[src/hdl/stsr_pkg.sv]
// Constants shared by the timer and processor-state register bank.
// Assumes a Wishbone classic slave port with 32-bit data and byte addresses.
package stsr_pkg;
  // Byte offsets of the registers
  localparam logic [7:0] OFF_COUNT = 8'h00;
  localparam logic [7:0] OFF_MATCH = 8'h04;
  localparam logic [7:0] OFF_STATE = 8'h08;
  localparam logic [7:0] OFF_CTRL = 8'h0C;
  localparam logic [7:0] OFF_INFO = 8'h10;
  // Processor-state bit positions
  localparam int B_CU3 = 31;
  localparam int B_CU2 = 30;
  localparam int B_CU1 = 29;
  localparam int B_SCR = 28;
  localparam int B_DSP = 24;
  localparam int B_BEV = 22;
  localparam int B_SRF = 20;
  localparam int B_NMF = 19;
  localparam int B_IM9 = 18;
  localparam int B_IMLO = 10;
  localparam int B_IMHI = 16;
  localparam int B_SWLO = 8;
  localparam int B_UM = 4;
  localparam int B_ERL = 2;
  localparam int B_EXL = 1;
  localparam int B_IE = 0;
  // Plainly writable state bits: scratch, dsp, bev, masks, um, erl, exl, ie
  localparam logic [31:0] STATE_WMASK = 32'h1145_FF17;
  // Reset value: bootstrap vectors and error level set
  localparam logic [31:0] STATE_RST = 32'h0040_0004;
  // Control register bit positions
  localparam int C_HALT = 0;
  localparam int C_TICKDBG = 1;
  localparam int C_EIC = 2;
  localparam logic [2:0] CTRL_RST = 3'h0;
  // Timer reset values and a zero word
  localparam logic [31:0] COUNT_RST = 32'h0000_0000;
  localparam logic [31:0] MATCH_RST = 32'hFFFF_FFFF;
  localparam logic [31:0] ZERO32 = 32'h0000_0000;
  // Operating modes
  typedef enum logic [1:0] {
    MODE_KERNEL,
    MODE_USER,
    MODE_DEBUG
  } stsr_mode_e;

  // Byte-lane merge of write data into an old word
  function automatic logic [31:0] stsr_merge(input logic [31:0] old_v,
                                             input logic [31:0] new_v,
                                             input logic [3:0] sel);
    logic [31:0] r;
    r = old_v;
    for (int i = 0; i < 4; i++) begin
      if (sel[i]) begin
        r[i*8 +: 8] = new_v[i*8 +: 8];
      end
    end
    return r;
  endfunction : stsr_merge
endpackage : stsr_pkg

[src/hdl/stsr_timer.sv]
// Interval counter, match register and timer interrupt flag.
// Assumes write strobes are single-cycle pulses from the register bank.
`timescale 1ns/1ps
`default_nettype none
module stsr_timer (
  input wire logic clk_i,
  input wire logic rst_i,
  input wire logic halt_i,
  input wire logic hold_i,
  input wire logic wr_count_i,
  input wire logic wr_match_i,
  input wire logic [3:0] sel_i,
  input wire logic [31:0] wdata_i,
  output logic [31:0] count_o,
  output logic [31:0] match_o,
  output logic irq_o
);
  import stsr_pkg::*;

  logic phase_r;

  // Divide by two; runs every clock, no pipeline input involved
  always_ff @(posedge clk_i) begin
    if (rst_i) begin
      phase_r <= 1'b0;
    end else begin
      phase_r <= ~phase_r;
    end
  end

  // Counter: software write wins, else step on odd phase
  always_ff @(posedge clk_i) begin
    if (rst_i) begin
      count_o <= COUNT_RST;
    end else if (wr_count_i) begin
      count_o <= stsr_merge(count_o, wdata_i, sel_i);
    end else if (phase_r && !halt_i && !hold_i) begin
      count_o <= count_o + 32'h0000_0001;
    end
  end

  // Match register changes only on software write
  always_ff @(posedge clk_i) begin
    if (rst_i) begin
      match_o <= MATCH_RST;
    end else if (wr_match_i) begin
      match_o <= stsr_merge(match_o, wdata_i, sel_i);
    end
  end

  // Sticky interrupt; a match-register write clears it
  always_ff @(posedge clk_i) begin
    if (rst_i) begin
      irq_o <= 1'b0;
    end else if (wr_match_i) begin
      irq_o <= 1'b0;
    end else if (count_o == match_o) begin
      irq_o <= 1'b1;
    end
  end
endmodule : stsr_timer
`default_nettype wire

[src/hdl/stsr_regs.sv]
// Timer and processor-state register bank with a Wishbone classic slave.
// Assumes the exception sequencer pulses the event inputs for one clock,
// and that the pipeline presents coprocessor and dsp checks as pulses.
//
// Implementation choices: the Wishbone slave port and the address map.
`timescale 1ns/1ps
`default_nettype none
module stsr_regs (
  input wire logic clk_i,
  input wire logic rst_i,
  // Wishbone classic slave
  input wire logic cyc_i,
  input wire logic stb_i,
  input wire logic we_i,
  input wire logic [7:0] adr_i,
  input wire logic [3:0] sel_i,
  input wire logic [31:0] dat_i,
  output logic [31:0] dat_o,
  output logic ack_o,
  // Core state and events
  input wire logic debug_mode_flag_i,
  input wire logic copro_two_attached_i,
  input wire logic soft_reset_i,
  input wire logic nmi_entry_i,
  input wire logic error_exc_i,
  input wire logic exception_i,
  // Interrupt sources
  input wire logic [7:0] hw_irq_i,
  input wire logic [1:0] sw_irq_i,
  input wire logic [7:0] eic_req_level_i,
  // Instruction checks
  input wire logic cop_req_i,
  input wire logic [1:0] cop_num_i,
  input wire logic dsp_req_i,
  // Results
  output logic timer_irq_out_o,
  output logic irq_take_o,
  output stsr_pkg::stsr_mode_e mode_o,
  output logic boot_vector_select_o,
  output logic cop_unusable_o,
  output logic dsp_disabled_o
);
  import stsr_pkg::*;

  logic [31:0] state_r;
  logic [31:0] state_nxt;
  logic [2:0] ctrl_r;
  logic [31:0] count_w;
  logic [31:0] match_w;
  logic timer_irq_w;
  logic req_w;
  logic wr_w;
  logic wr_count_w;
  logic wr_match_w;
  logic wr_state_w;
  logic wr_ctrl_w;
  logic [31:0] state_rd_w;
  logic [31:0] wmerge_w;
  logic [7:0] hw_mask_w;
  logic [1:0] sw_mask_w;
  logic levels_ok_w;
  logic pend_w;
  logic user_w;
  logic hold_w;
  logic [31:0] rdata_nxt;
  stsr_mode_e mode_nxt;

  // Bus request decode; a request is answered one clock later
  assign req_w = cyc_i && stb_i && !ack_o;
  assign wr_w = req_w && we_i;
  assign wr_count_w = wr_w && (adr_i == OFF_COUNT);
  assign wr_match_w = wr_w && (adr_i == OFF_MATCH);
  assign wr_state_w = wr_w && (adr_i == OFF_STATE);
  assign wr_ctrl_w = wr_w && (adr_i == OFF_CTRL);

  // Counter holds in debug mode unless told to keep ticking
  assign hold_w = debug_mode_flag_i && !ctrl_r[C_TICKDBG];

  // Interval timer
  stsr_timer u_timer (
    .clk_i(clk_i),
    .rst_i(rst_i),
    .halt_i(ctrl_r[C_HALT]),
    .hold_i(hold_w),
    .wr_count_i(wr_count_w),
    .wr_match_i(wr_match_w),
    .sel_i(sel_i),
    .wdata_i(dat_i),
    .count_o(count_w),
    .match_o(match_w),
    .irq_o(timer_irq_w)
  );

  // Read view of the processor state; unusable and reserved bits forced zero
  always_comb begin
    state_rd_w = state_r & (STATE_WMASK | 32'h4018_0000);
    state_rd_w[B_CU3] = 1'b0;
    state_rd_w[B_CU1] = 1'b0;
    state_rd_w[27:25] = 3'h0;
    state_rd_w[23] = 1'b0;
    state_rd_w[21] = 1'b0;
    state_rd_w[17] = 1'b0;
    state_rd_w[7:5] = 3'h0;
    state_rd_w[3] = 1'b0;
    if (!copro_two_attached_i) begin
      state_rd_w[B_CU2] = 1'b0;
    end
  end

  // Byte-lane merged write data for the state register
  assign wmerge_w = stsr_merge(state_rd_w, dat_i, sel_i);

  // Next processor state: software write first, hardware events on top
  always_comb begin
    state_nxt = state_r;
    if (wr_state_w) begin
      // Plain bits: scratch, dsp gate, bev, masks, um, erl, exl, ie
      state_nxt = (state_r & ~STATE_WMASK) | (wmerge_w & STATE_WMASK);
      // Coprocessor two bit only when one is attached
      if (copro_two_attached_i) begin
        state_nxt[B_CU2] = wmerge_w[B_CU2];
      end
      // Entry-cause flags may only be cleared
      state_nxt[B_SRF] = state_r[B_SRF] & wmerge_w[B_SRF];
      state_nxt[B_NMF] = state_r[B_NMF] & wmerge_w[B_NMF];
    end
    // Ordinary exceptions raise exception level
    if (exception_i) begin
      state_nxt[B_EXL] = 1'b1;
    end
    // Memory error exceptions raise error level
    if (error_exc_i) begin
      state_nxt[B_ERL] = 1'b1;
    end
    // Non-maskable entry through the reset vector
    if (nmi_entry_i) begin
      state_nxt[B_ERL] = 1'b1;
      state_nxt[B_BEV] = 1'b1;
      state_nxt[B_NMF] = 1'b1;
      state_nxt[B_SRF] = 1'b0;
    end
    // Soft reset entry through the reset vector
    if (soft_reset_i) begin
      state_nxt[B_ERL] = 1'b1;
      state_nxt[B_BEV] = 1'b1;
      state_nxt[B_SRF] = 1'b1;
      state_nxt[B_NMF] = 1'b0;
      state_nxt[B_CU2] = 1'b0;
      state_nxt[B_DSP] = 1'b0;
      state_nxt[B_IM9] = 1'b0;
      state_nxt[B_IMHI] = 1'b0;
    end
    // Bits that never hold a value
    state_nxt[B_CU3] = 1'b0;
    state_nxt[B_CU1] = 1'b0;
    state_nxt[27:25] = 3'h0;
    state_nxt[23] = 1'b0;
    state_nxt[21] = 1'b0;
    state_nxt[17] = 1'b0;
    state_nxt[7:5] = 3'h0;
    state_nxt[3] = 1'b0;
  end

  // Processor state register; hard reset clears both entry flags
  always_ff @(posedge clk_i) begin
    if (rst_i) begin
      state_r <= STATE_RST;
    end else begin
      state_r <= state_nxt;
    end
  end

  // Control register: count halt, tick in debug, external controller mode
  always_ff @(posedge clk_i) begin
    if (rst_i) begin
      ctrl_r <= CTRL_RST;
    end else if (wr_ctrl_w && sel_i[0]) begin
      ctrl_r <= dat_i[2:0];
    end
  end

  // Masks and threshold share the same bits
  assign hw_mask_w = {state_r[B_IM9], state_r[B_IMHI:B_IMLO]};
  assign sw_mask_w = state_r[B_SWLO+1:B_SWLO];

  // Global gating by enable, levels and debug
  assign levels_ok_w = state_r[B_IE] && !state_r[B_EXL] && !state_r[B_ERL]
                       && !debug_mode_flag_i;

  // Pending request per interrupt scheme
  always_comb begin
    if (ctrl_r[C_EIC]) begin
      pend_w = eic_req_level_i > hw_mask_w;
    end else begin
      pend_w = |(hw_irq_i & hw_mask_w) || |(sw_irq_i & sw_mask_w);
    end
  end

  // Interrupt take signal
  always_ff @(posedge clk_i) begin
    if (rst_i) begin
      irq_take_o <= 1'b0;
    end else begin
      irq_take_o <= levels_ok_w && pend_w;
    end
  end

  // Operating mode decode
  assign user_w = state_r[B_UM] && !state_r[B_EXL] && !state_r[B_ERL];
  always_comb begin
    if (debug_mode_flag_i) begin
      mode_nxt = MODE_DEBUG;
    end else if (user_w) begin
      mode_nxt = MODE_USER;
    end else begin
      mode_nxt = MODE_KERNEL;
    end
  end

  // Registered mode output
  always_ff @(posedge clk_i) begin
    if (rst_i) begin
      mode_o <= MODE_KERNEL;
    end else begin
      mode_o <= mode_nxt;
    end
  end

  // Coprocessor usability check; zero is usable in kernel and debug only
  always_ff @(posedge clk_i) begin
    if (rst_i) begin
      cop_unusable_o <= 1'b0;
    end else if (!cop_req_i) begin
      cop_unusable_o <= 1'b0;
    end else begin
      case (cop_num_i)
        2'h0: cop_unusable_o <= (mode_nxt == MODE_USER);
        2'h2: cop_unusable_o <= !state_rd_w[B_CU2];
        default: cop_unusable_o <= 1'b1;
      endcase
    end
  end

  // Signal-processing instruction gate
  always_ff @(posedge clk_i) begin
    if (rst_i) begin
      dsp_disabled_o <= 1'b0;
    end else begin
      dsp_disabled_o <= dsp_req_i && !state_r[B_DSP];
    end
  end

  // Registered copies of timer interrupt and vector select
  always_ff @(posedge clk_i) begin
    if (rst_i) begin
      timer_irq_out_o <= 1'b0;
      boot_vector_select_o <= 1'b1;
    end else begin
      timer_irq_out_o <= timer_irq_w;
      boot_vector_select_o <= state_nxt[B_BEV];
    end
  end

  // Read multiplexer; unmapped offsets read zero
  always_comb begin
    case (adr_i)
      OFF_COUNT: rdata_nxt = count_w;
      OFF_MATCH: rdata_nxt = match_w;
      OFF_STATE: rdata_nxt = state_rd_w;
      OFF_CTRL: rdata_nxt = {29'h0000_0000, ctrl_r};
      OFF_INFO: rdata_nxt = {27'h000_0000, timer_irq_w, irq_take_o, pend_w, mode_o};
      default: rdata_nxt = ZERO32;
    endcase
  end

  // Acknowledge and read data, one clock after the request
  always_ff @(posedge clk_i) begin
    if (rst_i) begin
      ack_o <= 1'b0;
      dat_o <= ZERO32;
    end else begin
      ack_o <= req_w;
      if (req_w && !we_i) begin
        dat_o <= rdata_nxt;
      end
    end
  end
endmodule : stsr_regs
`default_nettype wire

[config.mk]
export PLATFORM = sky130hd
export DESIGN_NAME = stsr_regs
export DESIGN_NICKNAME = d
export VERILOG_FILES = /design/src/hdl/stsr_pkg.sv /design/src/hdl/stsr_timer.sv /design/src/hdl/stsr_regs.sv
export SDC_FILE = /design/constraint.sdc
export NUM_CORES = 1
export LEC_CHECK = 0
export ABC_AREA = 1
export BUFFER_PORTS_ARGS = -buffer_cell sky130_fd_sc_hd__buf_2
export CORE_UTILIZATION = 50
export CTS_BUF_LIST = sky130_fd_sc_hd__clkbuf_8
export DETAILED_ROUTE_END_ITERATION = 12
export HOLD_SLACK_MARGIN = 0.12
export PLACE_DENSITY = 0.72
export SETUP_SLACK_MARGIN = 0.1
export SYNTH_ARGS = -nofsm -noshare
export SYNTH_HDL_FRONTEND = slang
export SYNTH_SLANG_ARGS = --single-unit
[constraint.sdc]
create_clock -name clk_i -period 2.1 [get_ports clk_i]
set_clock_uncertainty 0.05 [all_clocks]
set_input_delay 0.21 -clock clk_i [delete_from_list [all_inputs] [get_ports clk_i]]
set_output_delay 0.21 -clock clk_i [all_outputs]
set_load 0.01 [all_outputs]
After elaboration in Yosys (flattened, before gate mapping) --
Cells that the tools add are included.
Storage, ports and cells: register bits after elaboration 128, word-level logic and storage cells 118
Operators by class: add/subtract/negate cells 1, magnitude comparators 1, equality and inequality tests 11, multiplexer cells 23, bitwise operators 7, reduce and logical (&&, ||, !) cells 50
Operators with widths (number):
- 32-bit one-hot mux with 5 select lines | 1
- 32-bit two-way mux | 2
- 8-bit two-way mux | 5
- 32-bit by 1-bit adder with 32-bit output, second input constant | 1
- 32-bit equality test | 1
- 31-bit by 29-bit bitwise OR with 31-bit output | 1
- 23-bit two-way mux | 1
- 1-bit logical AND | 19
- 8-bit by 4-bit equality test with 1-bit output, second input constant | 2
- 2-bit AND reduction | 8
- 7-bit two-way mux | 2
- 1-bit logical NOT | 10
- 8-bit AND | 1
- 8-bit by 3-bit equality test with 1-bit output, second input constant | 1
- 8-bit by 5-bit equality test with 1-bit output, second input constant | 1
- 8-bit greater-than comparator | 1
- 8-bit logical NOT | 1
- 2-bit inequality test, second input constant | 4
- 2-bit OR reduction | 4
- 8-bit OR reduction | 1
- 1-bit two-way mux | 7
- 2-bit nonzero test | 3
- 5-bit two-way mux | 1
- 2-bit two-way mux | 2
- 11 further kinds | 13

Logic depth before layout (Yosys ltp) --
Gate-level depths: netlist (run 1).
word-level depth 7, mapped depth 15

Hierarchy --
Synthesis (run 1) repeated with hierarchy kept, for this count alone.
Second synthesis, totals: cells, all modules 1109, area, all modules 7278.2 um^2
By module, submodules not included:
- stsr_timer | instances 1, cells an instance 653, area an instance 4035.1 um^2, seq. area each 1321.3 um^2
- stsr_regs | instances 1, cells an instance 456, area an instance 3243.1 um^2, seq. area each 1241.2 um^2

Least setup slack after synthesis (run 1) --
OpenSTA, ideal clock, no wires.
kind reg-to-reg, start register u_timer.count_o[0], end register u_timer.count_o[24], data arrival time 1367 ps, data required time 1919 ps, setup slack 553 ps, cell stages (with the launch flop) 13, buffers on the path 0, cells stage by stage dfxtp_1 ha_1 nand2_1 nor2_1 nand2_2 inv_2 nand2_2 nor2_4 nand2_1 nand2_1 nand3_1 nand2_1 a21oi_2
Between the ends: cells in the longest elaborated chain, start to end 3
RTL lines:
- from (decl) | line stsr_timer.sv:14 | output logic [31:0] count_o,
- from (signal assigned) | line stsr_timer.sv:36 | count_o <= stsr_merge(count_o, wdata_i, sel_i);
- from (signal assigned) | line stsr_timer.sv:38 | count_o <= count_o + 32'h0000_0001;
- 32-bit by 1-bit adder with 32-bit output | line stsr_timer.sv:38
- 32-bit two-way mux | line stsr_timer.sv:37 | end else if (phase_r && !halt_i && !hold_i) begin
- 32-bit two-way mux | line stsr_timer.sv:35 | end else if (wr_count_i) begin
No other way between the ends. The select of a mux whose other input is x is not followed. A chain may end at the register's enable or synchronous reset.

Worst setup path in the final report (run 1) --
start input stb_i, end register state_r[28]
Between the ends: cells in the longest elaborated chain, start to end 4
RTL lines:
- from (decl) | line stsr_regs.sv:13 | input wire logic stb_i,
- 1-bit logical AND (2 in series) | line stsr_regs.sv:69 | assign req_w = cyc_i && stb_i && !ack_o;
- 1-bit logical AND | line stsr_regs.sv:70 | assign wr_w = req_w && we_i;
- 1-bit logical AND | line stsr_regs.sv:73 | assign wr_state_w = wr_w && (adr_i == OFF_STATE);
- to (signal assigned) | line stsr_regs.sv:169 | state_r <= state_nxt;
- to (decl) | line stsr_regs.sv:45 | logic [31:0] state_r;
No other way between the ends.

==> impl_metrics.py, run 1 <==
metrics = {
    "status": {
        "outcome": "finished, final reports clean",
    },
    "timing": {
        "slew_violations": 0,
        "setup_repair_after_global_routing_missed_its_margin": "no",
        "remaining_max_slew_budget_at_the_tightest_pin": 0.507,
        "final_period_minus_worst_setup_slack_ns": 1.89,
        "final-setup-viol-count": 0,
        "layout_worst_path_cycle_share": 0.902,
        "fmax_mhz": 528,
        "timing_worst_slew_pin_value_ns": 0.738,
        "fin_setup_tns_ns": 0,
        "setup_ws_ns": 0.207,
        "final-hold-violation-count": 0,
    },
    "pwr": {
        "vdd_ir_drop_max_uv": 398,
        "power_per_cell_area_nw_per_um2": 585,
        "report.power.total_mw": 5.20,
        "leakagePower_nw": 4.09,
    },
    "placement": {
        "routabilityCongestion": 0.947,
        "place_worst_setup_slack_ns": 0.244,
        "detailedPlacementHpwl_um": 15800,
        "number_of_port_buffers": 116,
    },
    "setup_path": {
        "critPathBufInv": 4,
        "category_of_the_worst_setup_path_capture_point": "flip-flop",
        "critical_path.cell_chain": "dlygate4sd3_1, buf_2, nand2_1, nor2_2, nand2_2, nor2_4, buf_4, nand3_1, dlygate4sd3_1, a21oi_1",
        "reg2reg_slack_ns": 0.24,
        "path_delay_family": "buffers and inverters",
        "cp_data_arrival_time_ns": 2.25,
        "critical_path.startpoint_type": "primary input",
        "max_stage_delay_ns": 0.56,
        "critical_path_class": "in -> reg",
        "required_ns": 2.45,
        "crit_path_top_delay_cell": "sky130_fd_sc_hd__dlygate4sd3_1",
        "crit_top_cell": "sky130_fd_sc_hd__dlygate4sd3_1",
        "crit_fanout": 5,
    },
    "clocking": {
        "cts_inserted_buffers": 17,
        "cts_max_level": 4,
        "clock_tree.buffer_depth": 2,
        "worst_skew_pair.late_latency_ns": 0.47,
        "post-cts-setup-buffers": 0,
        "clock_sinks": 128,
        "clock-root-buffer": "sky130_fd_sc_hd__clkbuf_8",
        "clk_pin_slew_worst_paths_ns": 0.07,
        "tritoncts_clock_tree": "done",
    },
    "synth": {
        "muxShareOfSynthArea": 0,
        "register_bit_count_reported_by_yosys": 128,
        "synth_top_family_by_area": "simple AND/OR/NAND/NOR gates",
        "synth_compound_gate_area_share": 0.192,
        "synth_xor_xnor_area_share": 0.0243,
        "asyncSetResetFlopFracSynth": 0,
        "count_of_unique_library_cells_instantiated_by_yosys": 44,
        "synth_fa_ha_area_frac": 0.0156,
        "synth.top_cell.area_share": 0.356,
        "synth_seq_area_share": 0.356,
        "syn-num-nets": 1149,
        "post_synth_and_or_nand_nor_area_fraction": 0.316,
        "postSynth.topFlopCell": "sky130_fd_sc_hd__dfxtp_1",
        "number_of_flops_mapped_to_enable_cells_by_yosys": 0,
        "ys.warnings.count": 0,
        "post_synth_inst_count": 1063,
        "synth.cell_area_um2": 7200,
        "synth.top_cells.by_area": "sky130_fd_sc_hd__dfxtp_1, sky130_fd_sc_hd__nand2_1, sky130_fd_sc_hd__a21oi_1, sky130_fd_sc_hd__inv_1, sky130_fd_sc_hd__o21ai_0",
        "syn_avg_cell_area_um2": 6.77,
        "library_cell_with_the_largest_summed_area_after_synthesis": "sky130_fd_sc_hd__dfxtp_1",
    },
    "floorplanning": {
        "die_area_um2": 14900,
        "coreArea_um2": 13900,
        "die_w_um": 122,
        "row_count": 43,
        "fp.dieH_um": 122,
        "ioPinCount": 117,
        "floorplan.initialDensity": 0.516,
    },
    "layout": {
        "drive_gt1_frac": 0.190,
        "fillCellCount": 1319,
        "final_cell_mix": "sky130_fd_sc_hd__nand2_1, sky130_fd_sc_hd__dfxtp_1, sky130_fd_sc_hd__buf_2",
        "final_util": 0.639,
        "num_antenna_cells": 0,
        "layout_commonest_cell": "sky130_fd_sc_hd__nand2_1",
        "finish.net_count": 1316,
        "flow.area_growth_from_synthesis_pct": 23.7,
    },
    "global_route": {
        "pin_count_of_the_biggest_net_entering_global_routing": 49,
        "first_global_vias": 6897,
        "grt_overflow_total": 0,
        "antenna_violations_before_repair": 0,
        "globalRouteTotalUtil": 0.311,
        "grt_first_pass_wirelength_um": 35000,
    },
    "route": {
        "vias_per_cell": 5.35,
        "drc": 0,
        "drt-total-wl_um": 22200,
        "post_drt_wl_per_cell_um": 15.6,
        "drt.antenna.violating_nets": 0,
        "via_count": 7606,
        "drt-initial-drc-count": 590,
        "drt_pass1_iterations": 5,
    },
    "job": {
        "cap_violations": 0,
    },
    "hold_path": {
        "hold_path.class": "in -> reg",
    },
}
## per-layer routing
metal  routed length, um  vias up  part of all wire  global-route usage
met5                   0        -                 0                   0
met4                 589        0             0.027               0.122
met3                1580       46             0.071              0.0576
met2               10200      283              0.46               0.499
met1                9810     3442              0.44               0.409
li1                    -     3835                 -                   -
## report_power, final
part	leakage [nW]	total [mW]	internal (mW)	switching, mW
sequential	1.04	2.50	2.46	0.0402
combinational	2.83	0.480	0.203	0.278
clock	0.218	2.22	1.25	0.969
## path summary, 6_finish.rpt
path	to	cells after the start	startpoint
worst max register to register	u_timer.count_o[23]	9	u_timer.count_o[11]
worst min-delay path	irq_take_o	5	sw_irq_i[0]
worst min register to register	u_timer.phase_r	1	u_timer.phase_r
worst max-delay path	state_r[28]	10	stb_i
## cells by family after synthesis
group           Yosys count
simple gates            502
fa+ha+maj                 9
buf+inv                 162
compound gates          242
xor+xnor                 20
flops                   128
## per-stage QoR
stage                     hold WS (ns)  std cells  instance area (um^2)
after floorplan                  0.273       1063                  7200
after global placement           0.354       1340                  7950
after detailed placement         0.357       1340                  7950
after CTS                        0.149       1421                  8870
after global routing             0.189       1421                  8900
final                            0.167       1421                  8900
## layout make-up
class	count	area, um^2	share of cell area
clock buffers	24	330	0.0371
clock inverters	6	78.8	0.00885
inverters	123	479	0.0538
multi-input cells	773	3970	0.446
flip-flops and latches	128	2560	0.288
well taps	180	225	0.0253
repair buffers	187	1250	0.141
## timing repair
action	in CTS	in global routing
endpoints found under the hold margin	89	0
hold buffers	51	0
setup endpoints to repair	0	11
resized for setup	0	7
## worst min-delay path: stages
cell and delay, ns:
sky130_fd_sc_hd__buf_2 0.08, sky130_fd_sc_hd__nand2_1 0.04, sky130_fd_sc_hd__nand2_1 0.05, sky130_fd_sc_hd__o21ai_0 0.12, sky130_fd_sc_hd__a21oi_1 0.15
## Yosys cell counts (2+ instances only)
master / number
sky130_fd_sc_hd__dfxtp_1: 128
sky130_fd_sc_hd__or2_2: 3
sky130_fd_sc_hd__nand4_1: 12
sky130_fd_sc_hd__nand2_1: 303
sky130_fd_sc_hd__nor2_4: 7
sky130_fd_sc_hd__inv_2: 9
sky130_fd_sc_hd__nor2_2: 6
sky130_fd_sc_hd__clkinv_1: 2
sky130_fd_sc_hd__nor3_1: 12
sky130_fd_sc_hd__inv_1: 110
sky130_fd_sc_hd__nand2_4: 8
sky130_fd_sc_hd__nand3_1: 61
sky130_fd_sc_hd__o22ai_1: 18
sky130_fd_sc_hd__buf_6: 6
sky130_fd_sc_hd__nand2_2: 13
sky130_fd_sc_hd__a21oi_2: 3
sky130_fd_sc_hd__a21oi_1: 91
sky130_fd_sc_hd__o21ai_0: 67
sky130_fd_sc_hd__xnor2_1: 12
sky130_fd_sc_hd__nor3_4: 3
sky130_fd_sc_hd__xor2_1: 8
sky130_fd_sc_hd__buf_2: 11
sky130_fd_sc_hd__o21ai_1: 21
sky130_fd_sc_hd__ha_1: 9
sky130_fd_sc_hd__nor3_2: 3
sky130_fd_sc_hd__o221ai_1: 3
sky130_fd_sc_hd__nor2_1: 66
sky130_fd_sc_hd__clkbuf_1: 19
sky130_fd_sc_hd__o211ai_1: 29
sky130_fd_sc_hd__buf_4: 2
sky130_fd_sc_hd__o211ai_2: 5
No activity file was read; power rests on OpenSTA's default activity.
==> inputs of run 2 (changes only) <==
--- a/config.mk
+++ b/config.mk
@@ -5,13 +5,12 @@
 export SDC_FILE = /design/constraint.sdc
 export NUM_CORES = 1
 export LEC_CHECK = 0
-export ABC_AREA = 1
 export BUFFER_PORTS_ARGS = -buffer_cell sky130_fd_sc_hd__buf_2
 export CORE_UTILIZATION = 50
 export CTS_BUF_LIST = sky130_fd_sc_hd__clkbuf_8
 export DETAILED_ROUTE_END_ITERATION = 12
 export HOLD_SLACK_MARGIN = 0.12
-export PLACE_DENSITY = 0.72
+export PLACE_DENSITY = 0.73
 export SETUP_SLACK_MARGIN = 0.1
 export SYNTH_ARGS = -nofsm -noshare
 export SYNTH_HDL_FRONTEND = slang
==> run 2 against run 1 <==
  * Maximum frequency shrank 5.0%
  * Clock power grew 9.5%
  * Critical path type is now reg -> reg
  * Register-to-register slack lost 0.13 ns
  * Non-clock buffer count grew 62
  * Final cell count shrank 16%
==> impl_metrics.py, run 2 <==
metrics = {
    "setup_path": {
        "crit_fanout": 4,
        "reg2reg_slack_ns": 0.11,
        "category_of_the_worst_setup_path_capture_point": "flip-flop",
        "critical_path_class": "reg -> reg",
        "r2r_end": "u_timer.count_o[12]",
        "reg2reg_from": "u_timer.count_o[0]",
        "critical_path.startpoint": "u_timer.count_o[0]",
        "reg2regPathDepth": 8,
        "cp_data_arrival_time_ns": 2.35,
        "required_ns": 2.45,
        "critical_path.startpoint_type": "flip-flop",
    },
    "layout": {
        "final_cell_mix": "sky130_fd_sc_hd__dfxtp_1, sky130_fd_sc_hd__buf_2, sky130_fd_sc_hd__buf_4",
        "final_util": 0.695,
        "num_antenna_cells": 0,
        "fillCellCount": 1045,
        "finish.net_count": 1095,
        "flow.area_growth_from_synthesis_pct": 33.8,
        "stdcell_area_um2": 8910,
        "layout_commonest_cell": "sky130_fd_sc_hd__dfxtp_1",
        "drive_gt1_frac": 0.270,
    },
    "synth": {
        "synth.top_cell.area_share": 0.385,
        "syn_avg_cell_area_um2": 8.29,
        "asyncSetResetFlopFracSynth": 0,
        "ys.warnings.count": 0,
        "number_of_flops_mapped_to_enable_cells_by_yosys": 0,
        "synth.cell_area_um2": 6660,
        "postSynth.topFlopCell": "sky130_fd_sc_hd__dfxtp_1",
        "synth.top_cells.by_area": "sky130_fd_sc_hd__dfxtp_1, sky130_fd_sc_hd__nand2_1, sky130_fd_sc_hd__xnor2_1, sky130_fd_sc_hd__nor2_1, sky130_fd_sc_hd__nand3_1",
        "synthTopCellsByCount": "sky130_fd_sc_hd__dfxtp_1, sky130_fd_sc_hd__nand2_1, sky130_fd_sc_hd__nor2_1, sky130_fd_sc_hd__nand3_1, sky130_fd_sc_hd__a21oi_1",
        "register_bit_count_reported_by_yosys": 128,
        "yosys.cell_count.top_type": "sky130_fd_sc_hd__dfxtp_1",
        "library_cell_with_the_largest_summed_area_after_synthesis": "sky130_fd_sc_hd__dfxtp_1",
        "synth_seq_area_share": 0.385,
        "count_of_unique_library_cells_instantiated_by_yosys": 68,
        "syn-num-nets": 890,
        "post_synth_inst_count": 804,
    },
    "timing": {
        "fin_setup_tns_ns": 0,
        "timing_worst_slew_pin_value_ns": 0.577,
        "fmax_mhz": 502,
        "final-setup-viol-count": 0,
        "final-hold-violation-count": 0,
        "fin_hold_ws_ns": 0.156,
        "setup_repair_after_global_routing_missed_its_margin": "yes",
        "remaining_max_slew_budget_at_the_tightest_pin": 0.615,
        "setup_ws_ns": 0.106,
        "slew_violations": 0,
        "final_period_minus_worst_setup_slack_ns": 1.99,
        "layout_worst_path_cycle_share": 0.949,
    },
    "route": {
        "drt-initial-drc-count": 869,
        "drt-total-wl_um": 21600,
        "drt.antenna.violating_nets": 0,
        "drc": 0,
        "drt_pass1_iterations": 6,
        "post_drt_wl_per_cell_um": 18.1,
        "via_count": 7031,
        "vias_per_cell": 5.89,
    },
    "pwr": {
        "internal-power_mw": 4.09,
        "netSwitchingPower_mw": 1.21,
        "portion_of_total_power_attributed_to_the_clock_network": 0.460,
        "power_per_cell_area_nw_per_um2": 594,
        "leakagePower_nw": 3.77,
        "vdd_ir_drop_max_uv": 355,
        "power.combinational.fraction": 0.079,
        "swShare": 0.228,
        "seqPwrFrac": 0.462,
    },
    "global_route": {
        "antenna_violations_before_repair": 0,
        "grt_first_pass_wirelength_um": 34100,
        "globalRouteTotalUtil": 0.317,
        "pin_count_of_the_biggest_net_entering_global_routing": 32,
        "first_global_vias": 6423,
        "grt_overflow_total": 0,
    },
    "floorplanning": {
        "coreArea_um2": 12800,
        "die_w_um": 117,
        "die_area_um2": 13800,
        "floorplan.initialDensity": 0.520,
        "fp.dieH_um": 117,
        "row_count": 41,
        "ioPinCount": 117,
    },
    "hold_path": {
        "timing.hold.worst_path_depth": 4,
        "hold_path.class": "in -> reg",
        "timing.hold.worst_endpoint": "dat_o[4]",
        "holdCritStartpoint": "adr_i[4]",
    },
    "status": {
        "outcome": "finished, final reports clean",
    },
    "placement": {
        "place_worst_setup_slack_ns": -0.0272,
        "detailedPlacementHpwl_um": 15800,
        "cell_area_after_placement_um2": 7870,
        "number_of_port_buffers": 116,
        "routabilityCongestion": 0.954,
    },
    "clocking": {
        "cts_max_level": 4,
        "tritoncts_clock_tree": "done",
        "cts_inserted_buffers": 17,
        "clock_tree.buffer_depth": 2,
        "clock_sinks": 128,
        "worst_skew_pair.late_latency_ns": 0.45,
        "clk_pin_slew_worst_paths_ns": 0.07,
        "clock-root-buffer": "sky130_fd_sc_hd__clkbuf_8",
    },
    "job": {
        "cap_violations": 0,
    },
}
-- run 2: cell types whose count changed after synthesis, sizes merged, moves of 16 or more --
| cell | previous run | this run |
|---|---|---|
| a21oi | 94 | 44 |
| a222oi | 0 | 18 |
| clkbuf | 19 | 40 |
| inv | 120 | 19 |
| mux2i | 0 | 20 |
| nand2 | 324 | 85 |
| nand3b | 1 | 26 |
| nor4 | 0 | 18 |
| o211ai | 34 | 3 |
| o21ai | 89 | 31 |
| o22ai | 18 | 2 |
| xnor2 | 12 | 34 |
-- run 2: final cells by class --
cell class	count	area [um^2]	share of cell area
clock buffers	19	262	0.0293
clock inverters	12	191	0.0215
repair buffers	249	1760	0.197
inverters	19	71.3	0.00800
multi-input cells	594	3850	0.431
well taps	172	215	0.0241
flip-flops and latches	128	2570	0.288
-- run 2: power by group through the flow --
stage / clock network [mW] / logic, mW / registers (mW)
finish: 2.43 / 0.416 / 2.45
global route: 2.56 / 0.445 / 2.45
CTS: 2.44 / 0.399 / 2.45
detailed placement: 0 / 0.334 / 2.50
global placement: 0 / 0.334 / 2.50
floorplan: 0 / 0.152 / 2.50
-- run 2: cells by family after synthesis --
kind of cell             synth area share
AND/OR/NAND/NOR                     0.288
multiplexers                       0.0351
flip-flops                          0.385
adder cells (fa/ha/maj)            0.0169
AO/OA/AOI/OAI                       0.177
buffers and inverters              0.0514
XOR/XNOR                           0.0473
-- run 2: what timing repair did --
item                                    4_1_cts  5_1_grt
pin swaps                                     1       12
endpoints found under the setup margin        3       18
setup buffers                                 0        6
resized for setup                             4       24
hold buffers                                 45        0
endpoints found under the hold margin        82        0
-- run 2: routing by layer --
layer / track usage / up-vias / routed length (um) / share of wire
met1: 0.449 / 3278 / 9450 / 0.44
met3: 0.0627 / 42 / 2140 / 0.099
met4: 0.0990 / 0 / 524 / 0.024
met5: 0 / - / 0 / 0
met2: 0.483 / 376 / 9530 / 0.44
li1: - / 3335 / - / -
-- run 2: through the flow --
stage	total power [mW]	instances
6_report	5.30	1193
5_1_grt	5.46	1193
4_1_cts	5.29	1187
3_5_place_dp	2.84	1111
3_3_place_gp	2.84	1111
2_1_floorplan	2.66	804
-- run 2: how the worst max path moves through the flow --
| stage | to | depth (start not counted) |
|---|---|---|
| 3_5_place_dp | u_timer.count_o[11] | 8 |
| 2_1_floorplan | u_timer.count_o[30] | 7 |
| 3_3_place_gp | u_timer.count_o[12] | 9 |
| 5_1_grt | u_timer.count_o[12] | 8 |
| 4_1_cts | u_timer.count_o[25] | 7 |
| 6_report | u_timer.count_o[12] | 8 |
-- run 2: critical path, stage by stage (launching register included) --
cell	delay [ns]
sky130_fd_sc_hd__dfxtp_1	0.39
sky130_fd_sc_hd__ha_1	0.26
sky130_fd_sc_hd__nand3_4	0.14
sky130_fd_sc_hd__nor2_4	0.15
sky130_fd_sc_hd__nand4b_1	0.18
sky130_fd_sc_hd__nor2_1	0.16
sky130_fd_sc_hd__xnor2_1	0.10
sky130_fd_sc_hd__a2111oi_2	0.36
sky130_fd_sc_hd__buf_4	0.16
==> inputs of run 3 (changes only) <==
--- a/config.mk
+++ b/config.mk
@@ -6,6 +6,7 @@
 export NUM_CORES = 1
 export LEC_CHECK = 0
 export BUFFER_PORTS_ARGS = -buffer_cell sky130_fd_sc_hd__buf_2
+export CORE_MARGIN = 4
 export CORE_UTILIZATION = 50
 export CTS_BUF_LIST = sky130_fd_sc_hd__clkbuf_8
 export DETAILED_ROUTE_END_ITERATION = 12
==> run 3 against run 2 <==
  * Die area increased by 10%
  * Clock power shrank 15%
  * Cell area shrank 1.5%
  * Critical endpoint unchanged
  * Combinational power down 1%
  * Power down 7.2%
  * Highest routed layer unchanged
  * Wire length increased by 2.6%
  * Global-route usage shrank 2.3 points
  * Maximum frequency increased by 3.3%
  * Register-to-register slack gained 0.06 ns
  * Hold slack got worse by 0.0081 ns
  * Critical path depth is the same
  * Largest cell class unchanged
==> impl_metrics.py, run 3 (synthesis gave the netlist of run 2 again) <==
metrics = {
    "layout": {
        "finish.net_count": 1091,
        "stdcell_area_um2": 8780,
        "num_antenna_cells": 0,
        "final_util": 0.685,
        "final_cell_mix": "sky130_fd_sc_hd__dfxtp_1, sky130_fd_sc_hd__buf_2, sky130_fd_sc_hd__nand2_1",
        "finalNonFillerCells": 1190,
        "flow.area_growth_from_synthesis_pct": 31.7,
        "layout_commonest_cell": "sky130_fd_sc_hd__dfxtp_1",
        "drive_gt1_frac": 0.267,
    },
    "global_route": {
        "pin_count_of_the_biggest_net_entering_global_routing": 51,
        "antenna_violations_before_repair": 0,
        "grt_first_pass_wirelength_um": 34400,
        "gr_layer_usage_met1": 0.405,
        "grt_overflow_total": 0,
        "globalRouteTotalUtil": 0.295,
        "gr-usage-met2": 0.450,
        "grt_most_used_layer": "met2",
        "met3_usage": 0.0599,
        "first_global_vias": 6603,
    },
    "route": {
        "vias_per_cell": 5.95,
        "post_drt_wl_per_cell_um": 18.7,
        "drc": 0,
        "drt-initial-drc-count": 938,
        "drt_pass1_iterations": 6,
        "drt.antenna.violating_nets": 0,
        "drt-total-wl_um": 22200,
        "via_count": 7076,
    },
    "placement": {
        "number_of_port_buffers": 116,
        "routabilityCongestion": 0.922,
        "detailedPlacementHpwl_um": 16300,
        "cell_area_after_placement_um2": 7780,
        "dp_cells": 1103,
        "place_worst_setup_slack_ns": -0.00764,
    },
    "floorplanning": {
        "fp.dieH_um": 123,
        "row_count": 41,
        "ioPinCount": 117,
        "die_w_um": 123,
        "floorplan.initialDensity": 0.520,
        "coreArea_um2": 12800,
        "die_area_um2": 15200,
    },
    "pwr": {
        "vdd_ir_drop_max_uv": 359,
        "leakagePower_nw": 3.71,
        "report.power.total_mw": 4.92,
        "power_per_cell_area_nw_per_um2": 560,
    },
    "timing": {
        "final-setup-viol-count": 0,
        "fin_hold_ws_ns": 0.148,
        "slew_violations": 0,
        "final-hold-violation-count": 0,
        "fmax_mhz": 518,
        "timing_worst_slew_pin_value_ns": 0.511,
        "layout_worst_path_cycle_share": 0.919,
        "fin_setup_tns_ns": 0,
        "remaining_max_slew_budget_at_the_tightest_pin": 0.660,
        "setup_ws_ns": 0.170,
        "final_period_minus_worst_setup_slack_ns": 1.93,
        "setup_repair_after_global_routing_missed_its_margin": "yes",
    },
    "clocking": {
        "clock_sinks": 128,
        "clock_tree.buffer_depth": 2,
        "tritoncts_clock_tree": "done",
        "cts_max_level": 4,
        "clk_pin_slew_worst_paths_ns": 0.08,
        "worst_skew_pair.late_latency_ns": 0.46,
        "clock-root-buffer": "sky130_fd_sc_hd__clkbuf_8",
        "cts_inserted_buffers": 17,
    },
    "setup_path": {
        "category_of_the_worst_setup_path_capture_point": "flip-flop",
        "required_ns": 2.40,
        "cp_data_arrival_time_ns": 2.23,
        "critical_path_class": "reg -> reg",
        "critical_path.startpoint_type": "flip-flop",
        "crit_fanout": 4,
    },
    "status": {
        "outcome": "finished, final reports clean",
    },
    "hold_path": {
        "hold_path.class": "in -> reg",
    },
    "job": {
        "cap_violations": 0,
    },
}
==> run 3: power breakdown <==
| part | switching (mW) | internal (mW) |
|---|---|---|
| registers | 0.00831 | 2.44 |
| clock network | 0.998 | 1.06 |
| logic | 0.221 | 0.191 |
==> run 3: worst paths after layout <==
kind	from	end	slack, ns	cells after the start
max	u_timer.count_o[1]	u_timer.count_o[12]	0.17	8
min reg2reg	u_timer.phase_r	u_timer.phase_r	0.38	1
max reg2reg	u_timer.count_o[1]	u_timer.count_o[12]	0.17	8
min	sel_i[3]	u_timer.match_o[28]	0.15	3
==> run 3: final cells by class <==
type                       count  area (um^2)
sequential                   128         2570
clock buffer                  18          248
tap                          172          215
multi-input combinational    594         3830
inverter                      19         71.3
fill                        1045         4050
clock inverter                14          126
timing repair buffer         245         1720
==> run 3: worst max-delay path, cell delays in order (launching register included) <==
cell and delay (ns):
sky130_fd_sc_hd__dfxtp_1 0.37, sky130_fd_sc_hd__ha_2 0.22, sky130_fd_sc_hd__nand3_2 0.13, sky130_fd_sc_hd__buf_4 0.18, sky130_fd_sc_hd__nor2_2 0.10, sky130_fd_sc_hd__nand4b_1 0.20, sky130_fd_sc_hd__nor2_2 0.16, sky130_fd_sc_hd__xnor2_1 0.09
sky130_fd_sc_hd__a2111oi_2 0.32
==> run 3: timing repair <==
item | 4_1_cts | 5_1_grt
hold buffers | 48 | 0
endpoints found under the hold margin | 88 | 0
gates resized for setup | 2 | 26
pin swaps | 4 | 21
setup buffers | 0 | 8
endpoints found under the setup margin | 4 | 25
==> run 3: routing by layer <==
layer / wire length (um) / vias up
met4: 769 / 0
met2: 9810 / 328
li1: - / 3339
met1: 9580 / 3345
met5: 0 / -
met3: 2050 / 64
